**config.mk**
```make
export PLATFORM = sky130hd
export DESIGN_NAME = pdots_scheduler
export DESIGN_NICKNAME = d
export VERILOG_FILES = /design/src/hdl/pdots_pkg.sv /design/src/hdl/pdots_scheduler.sv
export SDC_FILE = /design/constraint.sdc
export NUM_CORES = 1
export LEC_CHECK = 0
export BUFFER_PORTS_ARGS = -buffer_cell sky130_fd_sc_hd__buf_2
export CELL_PAD_IN_SITES_DETAIL_PLACEMENT = 0
export CELL_PAD_IN_SITES_GLOBAL_PLACEMENT = 1
export CORE_MARGIN = 4
export CORE_UTILIZATION = 46
export CTS_CLUSTER_SIZE = 12
export DETAILED_ROUTE_END_ITERATION = 12
export GPL_ROUTABILITY_DRIVEN = 0
export HOLD_SLACK_MARGIN = 0.08
export PLACE_DENSITY = 0.95
export SLEW_MARGIN = 10
export SYNTH_ARGS = -nofsm -noshare
export SYNTH_HDL_FRONTEND = slang
export SYNTH_SLANG_ARGS = --single-unit
```
**constraint.sdc**
```tcl
create_clock -name sys_clk -period 8.7 [get_ports sys_clk]
set_input_delay 0.87 -clock sys_clk [delete_from_list [all_inputs] [get_ports sys_clk]]
set_output_delay 0.87 -clock sys_clk [all_outputs]
set_load 0.01 [all_outputs]
```
**src/hdl/pdots_pkg.sv**
```systemverilog
// Purpose: Shared constants and types of the process data object scheduler.
// Assumes: One 40 MHz system clock.
// Notes: The frame carrier is shared by the scheduler and whatever drives the bus.

package pdots_pkg;

   // Width of one mapped data object.
   localparam int PDOTS_DW = 32;

   // Transmission type codes.
   localparam logic [7:0] PDOTS_TYPE_CHG_SYNC = 8'h00;
   localparam logic [7:0] PDOTS_TYPE_CYC_MIN = 8'h01;
   localparam logic [7:0] PDOTS_TYPE_CYC_MAX = 8'hF0;
   localparam logic [7:0] PDOTS_TYPE_EVT_A = 8'hFE;
   localparam logic [7:0] PDOTS_TYPE_EVT_B = 8'hFF;
   localparam logic [7:0] PDOTS_TYPE_RESET = 8'hFF;

   // SYNC cycle timing.
   localparam int PDOTS_CLK_HZ = 40000000;
   localparam int PDOTS_SYNC_PERIOD_MS = 50;
   localparam int PDOTS_SYNC_CYCLES = PDOTS_SYNC_PERIOD_MS * (PDOTS_CLK_HZ / 1000);
   localparam int PDOTS_SYNC_W = 24;

   // Reset values.
   localparam logic [PDOTS_DW-1:0] PDOTS_DATA_RESET = 32'h0000_0000;
   localparam logic [1:0] PDOTS_CNT_RESET = 2'h0;
   localparam logic [7:0] PDOTS_NSYNC_RESET = 8'h00;

   typedef enum logic [2:0] {
      PDOTS_MODE_CHG = 3'b001,
      PDOTS_MODE_CYC = 3'b010,
      PDOTS_MODE_OFF = 3'b100
   } pdots_mode_t;

   typedef enum logic [1:0] {
      PDOTS_KIND_SYNC = 2'b01,
      PDOTS_KIND_RXO = 2'b10
   } pdots_kind_t;

   typedef struct packed {
      pdots_kind_t kind;
      logic [PDOTS_DW-1:0] data;
   } pdots_frame_t;

   typedef struct packed {
      logic [PDOTS_SYNC_W-1:0] sync_timer;
      logic [7:0] sync_seen;
      logic sync_pend;
      logic cyc_pend;
      logic [PDOTS_DW-1:0] last_sent;
      pdots_frame_t [1:0] fifo;
      logic [1:0] fifo_cnt;
      logic out_valid;
      logic sync_tick;
      logic [PDOTS_DW-1:0] tso_data;
      logic tso_fresh;
   } pdots_state_t;

endpackage

```
**src/hdl/pdots_scheduler.sv**
```systemverilog
// Purpose: Master-side scheduler deciding when SYNC and receive-side objects go out.
// Assumes: Frame layer and object dictionary sit outside; all inputs are on sys_clk.
// Notes: Outbound frames pass a two-entry buffer so a stalled frame layer loses nothing.
//
// How it works
// Type 0 sends the receive-side object at once on each data change and never otherwise.
// Type 0 makes the slave hold received data and apply it at the next SYNC.
// Type 0 makes the slave send its transmit-side object only on change plus a SYNC.
// Type 0 transmit-side data is valid in the master the moment it arrives.
// Types 1 to 240 send the receive-side object after every N SYNCs, change or not.
// Types 1 to 240 transmit-side data from the slave is used by the master at once.
// Types 254 and 255 send the receive-side object at once on change, never otherwise.
// Types 254 and 255 make the slave send once per event timer period.
// After an event-driven send the slave stays quiet for the inhibit time.
// With event and inhibit time both zero, slave data is sent on change and valid at once.
// Fast-changing transmit-side values should use a synchronous type to spare the bus.
// The master broadcasts SYNC at a fixed configurable period, 50 ms by default.
// Receive-side objects go master to slave, transmit-side objects slave to master.
// A change is found by comparing data with the copy last sent, refreshed on each send.

`timescale 1ns/100ps
`default_nettype none

module pdots_scheduler
   import pdots_pkg::*;
#(
   parameter logic [PDOTS_SYNC_W-1:0] SYNC_CYCLES = PDOTS_SYNC_W'(PDOTS_SYNC_CYCLES)
) (
   input wire logic sys_clk,
   input wire logic rstn,
   input wire logic [7:0] rxo_type,
   input wire logic [PDOTS_DW-1:0] rxo_data,
   input wire logic tso_valid,
   input wire logic [PDOTS_DW-1:0] tso_in,
   output logic out_valid,
   input wire logic out_ready,
   output pdots_frame_t out_frame,
   output logic sync_tick,
   output logic [PDOTS_DW-1:0] tso_data,
   output logic tso_fresh
);

   pdots_state_t st_ff;
   pdots_state_t nxt_st;
   pdots_mode_t mode;

   logic data_changed;
   logic sync_due;
   logic pop;
   logic fifo_space;
   logic push_sync;
   logic push_rxo;
   logic push;
   logic [1:0] cnt_left;
   pdots_frame_t new_frame;

   // Type decode; reserved codes 241 to 253 send no receive-side object, though SYNC still goes out.
   always_comb begin
      if (rxo_type == PDOTS_TYPE_CHG_SYNC) begin
         mode = PDOTS_MODE_CHG;
      end else if (rxo_type >= PDOTS_TYPE_CYC_MIN && rxo_type <= PDOTS_TYPE_CYC_MAX) begin
         mode = PDOTS_MODE_CYC;
      end else if (rxo_type == PDOTS_TYPE_EVT_A || rxo_type == PDOTS_TYPE_EVT_B) begin
         mode = PDOTS_MODE_CHG;
      end else begin
         mode = PDOTS_MODE_OFF;
      end
   end

   always_comb begin
      nxt_st = st_ff;

      // The SYNC period counter free-runs so the cycle stays fixed under back-pressure.
      sync_due = (st_ff.sync_timer == SYNC_CYCLES - PDOTS_SYNC_W'(1));
      if (sync_due) begin
         nxt_st.sync_timer = '0;
      end else begin
         nxt_st.sync_timer = st_ff.sync_timer + PDOTS_SYNC_W'(1);
      end

      data_changed = (rxo_data != st_ff.last_sent);

      pop = st_ff.out_valid && out_ready;
      // Space is judged before the pop so the push never depends on out_ready.
      fifo_space = (st_ff.fifo_cnt != 2'h2);

      // SYNC goes first; a late SYNC would skew every slave's apply point.
      push_sync = st_ff.sync_pend && fifo_space;
      push_rxo = 1'b0;
      if (fifo_space && !push_sync) begin
         case (mode)
            PDOTS_MODE_CHG: begin
               push_rxo = data_changed;
            end
            PDOTS_MODE_CYC: begin
               push_rxo = st_ff.cyc_pend;
            end
            PDOTS_MODE_OFF: begin
               push_rxo = 1'b0;
            end
            default: begin
               push_rxo = 1'b0;
            end
         endcase
      end
      push = push_sync || push_rxo;

      // Receive-side objects only ever leave the master on this path.
      if (push_sync) begin
         new_frame.kind = PDOTS_KIND_SYNC;
         new_frame.data = PDOTS_DATA_RESET;
      end else begin
         new_frame.kind = PDOTS_KIND_RXO;
         new_frame.data = rxo_data;
      end

      if (push_rxo) begin
         nxt_st.last_sent = rxo_data;
      end

      // A new period beats the clear of the pending flag, so no SYNC is lost.
      if (sync_due) begin
         nxt_st.sync_pend = 1'b1;
      end else if (push_sync) begin
         nxt_st.sync_pend = 1'b0;
      end

      // Count SYNCs actually sent; after the Nth one the object is due.
      if (mode != PDOTS_MODE_CYC) begin
         nxt_st.sync_seen = PDOTS_NSYNC_RESET;
         nxt_st.cyc_pend = 1'b0;
      end else begin
         if (push_rxo) begin
            nxt_st.cyc_pend = 1'b0;
         end
         if (push_sync) begin
            if (st_ff.sync_seen + 8'h01 >= rxo_type) begin
               nxt_st.sync_seen = PDOTS_NSYNC_RESET;
               nxt_st.cyc_pend = 1'b1;
            end else begin
               nxt_st.sync_seen = st_ff.sync_seen + 8'h01;
            end
         end
      end

      // Two-entry buffer; entry 0 is the output register itself.
      if (pop) begin
         nxt_st.fifo[0] = st_ff.fifo[1];
      end
      cnt_left = st_ff.fifo_cnt - {1'b0, pop};
      if (push) begin
         if (cnt_left == 2'h0) begin
            nxt_st.fifo[0] = new_frame;
         end else begin
            nxt_st.fifo[1] = new_frame;
         end
      end
      nxt_st.fifo_cnt = cnt_left + {1'b0, push};
      nxt_st.out_valid = (nxt_st.fifo_cnt != 2'h0);
      nxt_st.sync_tick = push_sync;

      // Inbound transmit-side data is used as soon as it arrives, in every type.
      nxt_st.tso_fresh = tso_valid;
      if (tso_valid) begin
         nxt_st.tso_data = tso_in;
      end
   end

   always_ff @(posedge sys_clk) begin
      if (!rstn) begin
         st_ff.sync_timer <= '0;
         st_ff.sync_seen <= PDOTS_NSYNC_RESET;
         st_ff.sync_pend <= 1'b0;
         st_ff.cyc_pend <= 1'b0;
         st_ff.last_sent <= PDOTS_DATA_RESET;
         st_ff.fifo[0].kind <= PDOTS_KIND_SYNC;
         st_ff.fifo[0].data <= PDOTS_DATA_RESET;
         st_ff.fifo[1].kind <= PDOTS_KIND_SYNC;
         st_ff.fifo[1].data <= PDOTS_DATA_RESET;
         st_ff.fifo_cnt <= PDOTS_CNT_RESET;
         st_ff.out_valid <= 1'b0;
         st_ff.sync_tick <= 1'b0;
         st_ff.tso_data <= PDOTS_DATA_RESET;
         st_ff.tso_fresh <= 1'b0;
      end else begin
         st_ff <= nxt_st;
      end
   end

   assign out_valid = st_ff.out_valid;
   assign out_frame = st_ff.fifo[0];
   assign sync_tick = st_ff.sync_tick;
   assign tso_data = st_ff.tso_data;
   assign tso_fresh = st_ff.tso_fresh;

endmodule // pdots_scheduler

`default_nettype wire

```
==> run_results.csv, run 1 <==
group,metric,value,unit
power_and_ir_drop,p_sw_share,24.8,%
detailed_routing,routed_wl,17400,µm
sta,final.min_clock_period,3620,ps
clocking,cts_tree,"built",
final_layout,multi_input_area,3640,µm²
clocking,clock_latency,430,ps
power_and_ir_drop,clock_power_share,44.9,%
clocking,cts_resized,0,
critical_path,crit_type,"input port to flip-flop",
place,dp_slack,4630,ps
outcome,status,"finished clean",
final_layout,fin_util,52.7,%
detailed_routing,via_per_inst,5.16,
power_and_ir_drop,ir_drop,0.149,mV
die,core_region_area,16700,µm²
synthesis,synthArstFlopShare,0,%
grt,use_met2,27.8,%
sta,finalSetupTns,0,ps
grt,globalRoute.busiestLayer,"met2",
place,dp_cells,1099,
detailed_routing,wl_per_cell,15.4,µm
power_and_ir_drop,p_leak,3.85,nW
synthesis,ys_ff_latch,171,
clocking,cts_setup_buffers,0,
worst_hold_path,holdPathStages,1,
critical_path,worstPathMaxFanout,66,
synthesis,synth_compound_area_share,10.6,%
power_and_ir_drop,power_frac_comb,12.0,%
critical_path,critical_path.max_stage_delay,940,ps
grt,grt_pass1_vias,5581,
clocking,cts.sinks,171,
grt,grtUsageMet1,23.7,%
job,drv_cap,0,
grt,grt_pass1_wl,28100,µm
grt,antenna_found_initial,0,
synthesis,synth_nets,935,
critical_path,end_kind,"flip-flop",
grt,use_met3,4.62,%
power_and_ir_drop,pwr-share-seq,43.1,%
synthesis,synth_cells,847,
sta,clock_skew,10.0,ps
sta,fmax,276,MHz
final_layout,finalInstanceArea,8810,µm²
final_layout,instances_no_fill,1131,
critical_path,endpoint,"st_ff[78]",
synthesis,synth-simple-area-share,16.9,%
final_layout,diodes,0,
synthesis,synth_top_family_by_area,"simple AND/OR/NAND/NOR gates",
sta,setup_viol,0,
grt,grt_usage,17.7,%
sta,worst_pin_slew,1100,ps
final_layout,n_fill_cell,1507,
sta,hold_viol,0,
die,io_pins,145,
grt,grt_max_degree,97,
sta,relSlewSlack,26.5,%
clocking,h-tree-depth,4,
critical_path,r2r_setup_slack,5800,ps
final_layout,finalNetCount,986,
detailed_routing,postRouteAntennaNets,0,
synthesis,syn-cell-area,7900,µm²
final_layout,area_growth,11.4,%
clocking,root_buffer,"clkbuf_16",
synthesis,synth-seq-area-share,43.3,%
critical_path,startpoint_type,"input port",
power_and_ir_drop,p_switching,0.479,mW
final_layout,regArea,3420,µm²
critical_path,crit_buf_inv,2,
synthesis,synth_enable_flop_cells,0,
sta,period_share,41.6,%
synthesis,synth_ff_type,"dfxtp_1",
critical_path,crit_cells,8,
place,numPortBuffers,144,
sta,drv_slew,0,
die,initial_utilization,47.3,%
critical_path,r2r_end,"st_ff[78]",
critical_path,cp.arrival,3870,ps
detailed_routing,vias,5840,
clocking,cts.reportedPaths.clkPinSlew,70,ps
die,die_y,139,µm
synthesis,synth-xor-area-share,7.54,%
critical_path,timing.rr.start,"st_ff[115]",
critical_path,crit_chain,"buf_2 -> nor4_1 -> mux2_4 -> a2111oi_4 -> o31ai_4 -> buf_4 -> a21oi_4 -> o22ai_1",
detailed_routing,first_pass_iters,6,
critical_path,critPathSlowestCell,"a21oi_4",
die,dieWidth,139,µm
critical_path,cp_data_required_time,8950,ps
critical_path,startpoint,"rxo_type[1]",
critical_path,critPathTopFamily,"compound AO/OA/AOI/OAI gates",
clocking,cts_buffers,17,
worst_hold_path,hold_path_class,"flip-flop to flip-flop",
grt,grt_overflow_total,0,
place,place_area,8130,µm²
die,die_area,19300,µm²
sta,setup_ws,5080,ps
clocking,cts_hold_buf,0,
place,place_hpwl,11400,µm
clocking,clock_path_buffers,2,
synthesis,muxShareOfSynthArea,9.07,%
critical_path,r2r_cells,7,
sta,rsz0062_at_grt,"false",
final_layout,drive_gt1_share,25.7,%
die,rows,47,
power_and_ir_drop,powerDensity,220,nW/µm²
synthesis,ys_types,46,
detailed_routing,drt_iter0_markers,423,
synthesis,synth.avg_cell_area,9.33,µm²
synthesis,synth_warnings,0,
detailed_routing,route.detailed.drc,0,
power_and_ir_drop,intPower,1.46,mW
synthesis,synthAdderAreaFrac,1.90,%
-- stage by stage --
stage / total power [mW] / hold WS, ps
after detailed placement: 1.08 / 453
after CTS: 1.95 / 467
after floorplan: 1.03 / 422
final: 1.93 / 461
after global routing: 2.01 / 482
after global placement: 1.08 / 443
-- metal layers --
layer	routed length (µm)	up-vias
li1	-	2928
met2	8150	186
met1	7850	2705
met4	341	0
met3	1030	21
met5	0	-
-- cells in the final DEF (no fill, tap or decap), types with 2 or more instances in the layout --
| cell | count |
|---|---|
| mux2_2 | 33 |
| clkinvlp_4 | 2 |
| xor2_1 | 56 |
| buf_2 | 143 |
| a21oi_1 | 6 |
| ha_1 | 12 |
| clkinv_2 | 2 |
| inv_1 | 12 |
| o22ai_1 | 53 |
| clkbuf_16 | 17 |
| mux2i_1 | 33 |
| and2_1 | 6 |
| o21ai_1 | 30 |
| nor4_1 | 11 |
| bufinv_16 | 6 |
| o22ai_2 | 11 |
| nor2_1 | 36 |
| o21ai_0 | 6 |
| nor3_1 | 4 |
| a21o_1 | 3 |
| and3_1 | 7 |
| nand4_1 | 8 |
| inv_6 | 3 |
| or4_1 | 2 |
| nor2b_1 | 34 |
| buf_4 | 4 |
| nand2b_1 | 2 |
| xnor2_1 | 12 |
| nand2_4 | 2 |
| nand3_1 | 45 |
| a21oi_4 | 2 |
| or2_2 | 2 |
| dfxtp_1 | 171 |
| nand2_1 | 119 |
-- cell families (layout without fill, tap and decap cells) --
group,count (synthesis),after routing
simple gates,282,282
compound gates,120,120
flops,171,171
mux,67,67
fa+ha+maj,12,12
buf+inv,127,191
xor+xnor,68,68
-- worst reg2reg max path: cells and delay by family (launching register included) --
kind                   cells  cell delay, ps
XOR/XNOR                   1             160
buffers and inverters      1             580
AO/OA/AOI/OAI              3            1000
AND/OR/NAND/NOR            2             750
flip-flops                 1             320
-- worst min path at each step --
| stage | from | endpoint | slack, ps |
|---|---|---|---|
| after CTS | st_ff[103] | st_ff[103] | 470 |
| after global placement | st_ff[103] | st_ff[103] | 440 |
| final | st_ff[147] | st_ff[147] | 460 |
| after global routing | st_ff[147] | st_ff[147] | 480 |
| after floorplan | st_ff[103] | st_ff[103] | 420 |
| after detailed placement | st_ff[103] | st_ff[103] | 450 |
-- final cells by class --
type / count / share of cell area (%)
Inverter: 12 / 0.511
Multi-Input combinational cell: 549 / 41.3
Timing Repair Buffer: 147 / 8.47
Clock buffer: 18 / 4.99
Clock inverter: 14 / 2.73
Sequential cell: 171 / 38.9
Tap cell: 220 / 3.12
-- registers in the layout (all words and copies together), names as in the netlist --
name       count
st_ff        102
out_valid      1
tso_data      32
out_frame     34
sync_tick      1
tso_fresh      1
-- power by group through the flow --
| stage | clock [mW] | sequential [mW] | combinational (mW) |
|---|---|---|---|
| 2_1_floorplan | 0 | 0.848 | 0.187 |
| 3_3_place_gp | 0 | 0.851 | 0.228 |
| 6_report | 0.868 | 0.834 | 0.231 |
| 5_1_grt | 0.919 | 0.838 | 0.253 |
| 3_5_place_dp | 0 | 0.852 | 0.231 |
| 4_1_cts | 0.885 | 0.834 | 0.232 |
-- synth_stat cells (all sizes together) (3+ instances only) --
cell type / n / area share [%]
a21o: 3 / 0.28
a21oi: 8 / 0.79
and2: 6 / 0.47
and3: 7 / 0.55
buf: 85 / 8.7
clkbuf: 30 / 1.4
dfxtp: 171 / 43
ha: 12 / 1.9
inv: 12 / 0.57
mux2: 34 / 4.9
mux2i: 33 / 4.2
nand2: 121 / 5.9
nand3: 45 / 2.8
nand4: 8 / 0.63
nor2: 36 / 1.7
nor2b: 34 / 2.7
nor3: 4 / 0.25
nor4: 11 / 0.87
o21ai: 36 / 2.3
o22ai: 64 / 5.9
xnor2: 12 / 1.3
xor2: 56 / 6.2
No activity file was read; power rests on OpenSTA's default activity.
==> inputs of run 2 (changes only) <==
- ABC_AREA: default -> 1
- CORE_UTILIZATION: 46 -> 36
- PLACE_DENSITY: 0.95 -> 0.85
- clock period: 8.7 -> 3.3 ns (I/O delays scaled with it)
==> run 2 against run 1 <==
Effect of this change: clock power rose by 130%; flip-flop and latch count is the same; sequential share of layout area fell by 3.5 points; total power rose to 2.8 times the previous value; routed wire length grew 28%.
==> run_results.csv, run 2 <==
group,metric,value,unit
worst_hold_path,hold_path_class,"input port to flip-flop",
power_and_ir_drop,p_sw_share,31.5,%
synthesis,synth_enable_flop_cells,0,
sta,period_share,77.4,%
critical_path,cp.arrival,2890,ps
critical_path,end_kind,"flip-flop",
grt,grt_pass1_vias,7251,
sta,relSlewSlack,30.9,%
clocking,cts_buffers,17,
power_and_ir_drop,power_frac_comb,20.9,%
sta,drv_slew,0,
critical_path,worstPathMaxFanout,7,
die,dieWidth,163,µm
final_layout,multi_input_area,4120,µm²
clocking,cts_hold_buf,0,
power_and_ir_drop,p_switching,1.69,mW
synthesis,synth-seq-area-share,39.3,%
clocking,cts.reportedPaths.clkPinSlew,70,ps
synthesis,ys_types,41,
final_layout,largest_reg_flops,102,
detailed_routing,vias,7694,
critical_path,critPathSlowestCell,"dfxtp_1",
grt,grt_overflow_total,0,
place,place_area,9100,µm²
detailed_routing,postRouteAntennaNets,0,
sta,fmax,391,MHz
sta,hold_viol,0,
die,die_y,163,µm
clocking,cts_resized,0,
detailed_routing,routed_wl,22200,µm
synthesis,synth.avg_cell_area,6.96,µm²
worst_hold_path,holdPathStages,3,
critical_path,r2r_cells,13,
die,initial_utilization,36.9,%
synthesis,synth_cells,1250,
synthesis,syn-cell-area,8700,µm²
synthesis,synth_ff_type,"dfxtp_1",
power_and_ir_drop,powerDensity,555,nW/µm²
power_and_ir_drop,ir_drop,0.412,mV
critical_path,cp_data_required_time,3630,ps
grt,grt_pass1_wl,36500,µm
clocking,cts.sinks,171,
grt,antenna_found_initial,2,
clocking,cts_tree,"built",
final_layout,area_growth,11.4,%
detailed_routing,first_pass_iters,5,
final_layout,mostFrequentLayoutCells,"nand2_1 (319), dfxtp_1 (171), nor2_1 (153)",
synthesis,synth_nets,1338,
detailed_routing,wl_per_cell,13.7,µm
grt,grt_usage,16.7,%
sta,finalSetupTns,0,ps
sta,final.min_clock_period,2560,ps
die,io_pins,145,
outcome,status,"finished clean",
synthesis,synthArstFlopShare,0,%
place,numPortBuffers,144,
clocking,clock_path_buffers,2,
detailed_routing,route.detailed.drc,0,
synthesis,synth_warnings,0,
sta,worst_pin_slew,1040,ps
final_layout,layout.cells.most_common,"nand2_1",
synthesis,ys_ff_latch,171,
final_layout,drive_gt1_share,17.4,%
clocking,cts_setup_buffers,0,
sta,setup_viol,0,
detailed_routing,via_per_inst,4.74,
detailed_routing,drt_iter0_markers,592,
clocking,h-tree-depth,4,
place,place_hpwl,15000,µm
critical_path,crit_chain,"nand3_1 -> nand3b_1 -> nand3b_1 -> xor2_1 -> inv_1 -> ha_1 -> nand2_1 -> nor2_1 -> nand4_1 -> o2111ai_1 -> nand2_1 -> nand3_1 -> a21oi_1",
power_and_ir_drop,pwr-share-seq,41.4,%
critical_path,startpoint_type,"flip-flop",
grt,grt_max_degree,70,
power_and_ir_drop,p_leak,4.23,nW
final_layout,regArea,3420,µm²
power_and_ir_drop,clock_power_share,37.7,%
final_layout,diodes,0,
die,core_region_area,23600,µm²
synthesis,synthTopCellsByArea,"dfxtp_1 (39%), nand2_1 (14%), nor2_1 (6.6%)",
synthesis,yosys.area.top_type_share,39.3,%
die,die_area,26700,µm²
sta,rsz0062_at_grt,"false",
sta,clock_skew,7.81,ps
job,drv_cap,0,
final_layout,largest-register,"st_ff",
clocking,clock_latency,420,ps
synthesis,yosys-top-cells-count,"nand2_1 (319), dfxtp_1 (171), nor2_1 (153)",
die,rows,56,
power_and_ir_drop,intPower,3.69,mW
final_layout,finalInstanceArea,9690,µm²
final_layout,n_fill_cell,2539,
critical_path,crit_type,"flip-flop to flip-flop",
clocking,root_buffer,"clkbuf_16",
synthesis,synth_top_cell_by_area,"dfxtp_1",
final_layout,finalNetCount,1382,
synthesis,synth.most_common_cell,"nand2_1",
critical_path,critical_path.max_stage_delay,430,ps
==> run 2: changes by cell type after synthesis, sizes merged, moves of 35 or more <==
cell | previous run | this run
o21ai | 36 | 103
xor2 | 56 | 11
inv | 12 | 91
o22ai | 64 | 0
a21oi | 8 | 102
nand2 | 121 | 323
nor2 | 36 | 158
nand3 | 45 | 80
==> run 2: power groups by stage <==
stage / clock (mW) / combinational, mW / sequential [mW]
6_report: 2.03 / 1.12 / 2.22
5_1_grt: 2.17 / 1.27 / 2.24
4_1_cts: 2.09 / 1.14 / 2.22
3_5_place_dp: 0 / 1.13 / 2.27
2_1_floorplan: 0 / 0.901 / 2.26
3_3_place_gp: 0 / 1.13 / 2.27
==> run 2: final cells by class <==
cell class	count	area share [%]
clock buffers	20	4.61
clock inverters	10	1.47
inverters	92	3.56
multi-input cells	855	42.5
flip-flops and latches	171	35.3
well taps	319	4.12
repair buffers	157	8.44
==> run 2: through the flow <==
step                hold WS, ps  setup slack (ps)  instances  total power [mW]  util, %
floorplan                   418              1070       1250              3.16        -
global placement            434               724       1594              3.40     38.5
detailed placement          449               685       1594              3.40     38.5
CTS                         109               731       1624              5.45     41.0
global route                116               493       1624              5.68     41.0
finish                      132               745       1624              5.38     41.0
==> run 2: worst paths after layout <==
kind | from | slack (ps) | endpoint
worst min register to register | st_ff[147] | 460 | st_ff[147]
worst max register to register | st_ff[139] | 740 | st_ff[141]
worst max-delay path | st_ff[139] | 740 | st_ff[141]
worst min-delay path | tso_in[14] | 130 | tso_data[14]
==> run 2: routing by layer <==
| layer | global-route usage (%) | wire length, µm |
|---|---|---|
| met2 | 27.3 | 10100 |
| met5 | 0 | 38 |
| met1 | 22.2 | 10300 |
| met4 | 3.28 | 238 |
| met3 | 4.72 | 1430 |
==> run 2: critical path, delay by kind of cell, from the launching register on <==
kind                     cells  cell delay, ps
AND/OR/NAND/NOR              8            1120
flip-flops                   1             430
buffers and inverters        1              80
XOR/XNOR                     1             140
AO/OA/AOI/OAI                2             400
adder cells (fa/ha/maj)      1             290
==> run 2: cell families after synthesis <==
logic type      share of synthesized area (%)
compound gates                           12.5
flops                                    39.3
fa+ha+maj                                1.73
simple gates                             29.2
xor+xnor                                 3.82
buf+inv                                  13.4
==> inputs of run 3 (changes only) <==
- clock period: 3.3 -> 2.3 ns (I/O delays scaled with it)
==> run 3 against run 2 <==
Effect of this change: critical path depth grew 1; die area is the same; clock skew rose by 11 ps; first-iteration DRC count down 6.4%; routed wire length grew 4.1%; worst setup slack worse by 570 ps; clock power rose by 43%; register-to-register slack got worse by 570 ps; critical endpoint is now st_ff[139]; largest cell class unchanged; highest routed layer unchanged.
==> run_results.csv, run 3 (synthesis gave the netlist of run 2 again) <==
group,metric,value,unit
outcome,status,"finished clean",
sta,period_share,92.4,%
detailed_routing,vias,7913,
final_layout,layout.cells.most_common,"nand2_1",
critical_path,end_kind,"flip-flop",
grt,grt_usage,17.2,%
critical_path,crit_type,"flip-flop to flip-flop",
critical_path,cp.arrival,2450,ps
clocking,cts.sinks,171,
die,rows,56,
power_and_ir_drop,ir_drop,0.465,mV
job,drv_cap,0,
critical_path,timing.rr.start,"st_ff[141]",
detailed_routing,wl_per_cell,13.8,µm
detailed_routing,postRouteAntennaNets,0,
grt,grt_max_degree,58,
final_layout,finalInstanceArea,10300,µm²
grt,grt_pass1_vias,7632,
final_layout,largest_reg_flops,102,
detailed_routing,via_per_inst,4.72,
final_layout,finalNetCount,1430,
detailed_routing,route.detailed.drc,0,
sta,clock_skew,18.4,ps
sta,whs,97.4,ps
sta,worst_pin_slew,639,ps
clocking,clock_latency,430,ps
die,die_y,163,µm
detailed_routing,drt_iter0_markers,554,
power_and_ir_drop,powerDensity,771,nW/µm²
grt,grt_pass1_wl,37700,µm
critical_path,startpoint,"st_ff[141]",
sta,rsz0062_at_grt,"true",
critical_path,cp_data_required_time,2620,ps
final_layout,largest-register,"st_ff",
critical_path,worstPathMaxFanout,2,
worst_hold_path,hp-start,"rxo_data[4]",
clocking,root_buffer,"clkbuf_16",
final_layout,area_growth,18.2,%
final_layout,drive_gt1_share,18.7,%
clocking,clock_path_buffers,2,
clocking,cts.reportedPaths.clkPinSlew,60,ps
sta,relSlewSlack,57.3,%
sta,drv_slew,0,
grt,antenna_found_initial,5,
place,place_hpwl,15400,µm
die,core_region_area,23600,µm²
worst_hold_path,hold_path_class,"input port to flip-flop",
die,dieWidth,163,µm
clocking,h-tree-depth,4,
clocking,cts_buffers,17,
sta,setup_viol,0,
die,die_area,26700,µm²
die,io_pins,145,
sta,fmax,471,MHz
die,initial_utilization,36.9,%
grt,grt_overflow_total,0,
final_layout,mostFrequentLayoutCells,"nand2_1 (318), dfxtp_1 (169), nor2_1 (152)",
sta,hold_viol,0,
critical_path,startpoint_type,"flip-flop",
clocking,cts_tree,"built",
place,numPortBuffers,144,
detailed_routing,first_pass_iters,5,
place,place_area,9300,µm²
sta,final.min_clock_period,2120,ps
detailed_routing,routed_wl,23100,µm
power_and_ir_drop,p_leak,4.49,nW
## run 3: worst max-delay path, stage by stage (launching register included)
cell and delay (ps):
dfxtp_1 360, nand3_2 80, nand3b_1 170, nand3b_1 190, xor2_1 140, inv_1 100, ha_4 280, nand2_2 60
nor2_2 100, nand4_1 120, o2111ai_2 90, buf_4 140, nor3_2 30, a21oi_1 110, nor2_1 50
## run 3: path summary, 6_finish.rpt
| kind | slack (ps) | depth (start not counted) | endpoint |
|---|---|---|---|
| setup reg to reg | 180 | 14 | st_ff[139] |
| hold / removal | 100 | 3 | st_ff[109] |
| hold reg to reg | 450 | 1 | st_ff[147] |
| setup / recovery | 180 | 14 | st_ff[139] |
## run 3: power by group
group	switching (mW)	leakage, nW	internal, mW
Combinational	1.22	2.82	0.609
Clock	1.21	0.277	1.70
Sequential	0.0852	1.39	3.11
Total	2.51	4.49	5.42
## run 3: final cells by class
type                            count  area [µm²]
Timing Repair Buffer              205        1350
Sequential cell                   171        3430
Inverter                           92         345
Clock inverter                     10         145
Antenna cell                        3        7.51
Clock buffer                       20         437
Multi-Input combinational cell    855        4170
Fill cell                        2454       13300
Tap cell                          319         399
## run 3: stage by stage
stage                     setup WS [ps]  setup TNS (ps)  utilization [%]  cells  power [mW]
after global placement              107               0             39.4   1609        5.02
final                               175               0             43.6   1675        7.93
after CTS                          11.7               0             43.2   1671        8.02
after global routing              -62.5            -334             43.5   1674        8.38
after floorplan                    66.1               0                -   1250        4.53
after detailed placement           18.5               0             39.4   1609        5.03
## run 3: per-layer routing
metal | vias to the layer above | track usage (%) | routed length, µm | share of wire, %
li1 | 4102 | - | - | -
met5 | - | 0 | 41 | 0.18
met1 | 3572 | 22.2 | 10500 | 45
met3 | 28 | 5.22 | 1570 | 6.8
met4 | 6 | 4.38 | 322 | 1.4
met2 | 205 | 28.3 | 10700 | 46
## run 3: timing repair
item	CTS	global route
hold buffers	32	0
endpoints found under the setup margin	0	9
resized for setup	0	13
hold endpoints to repair	32	0
setup buffers	0	1
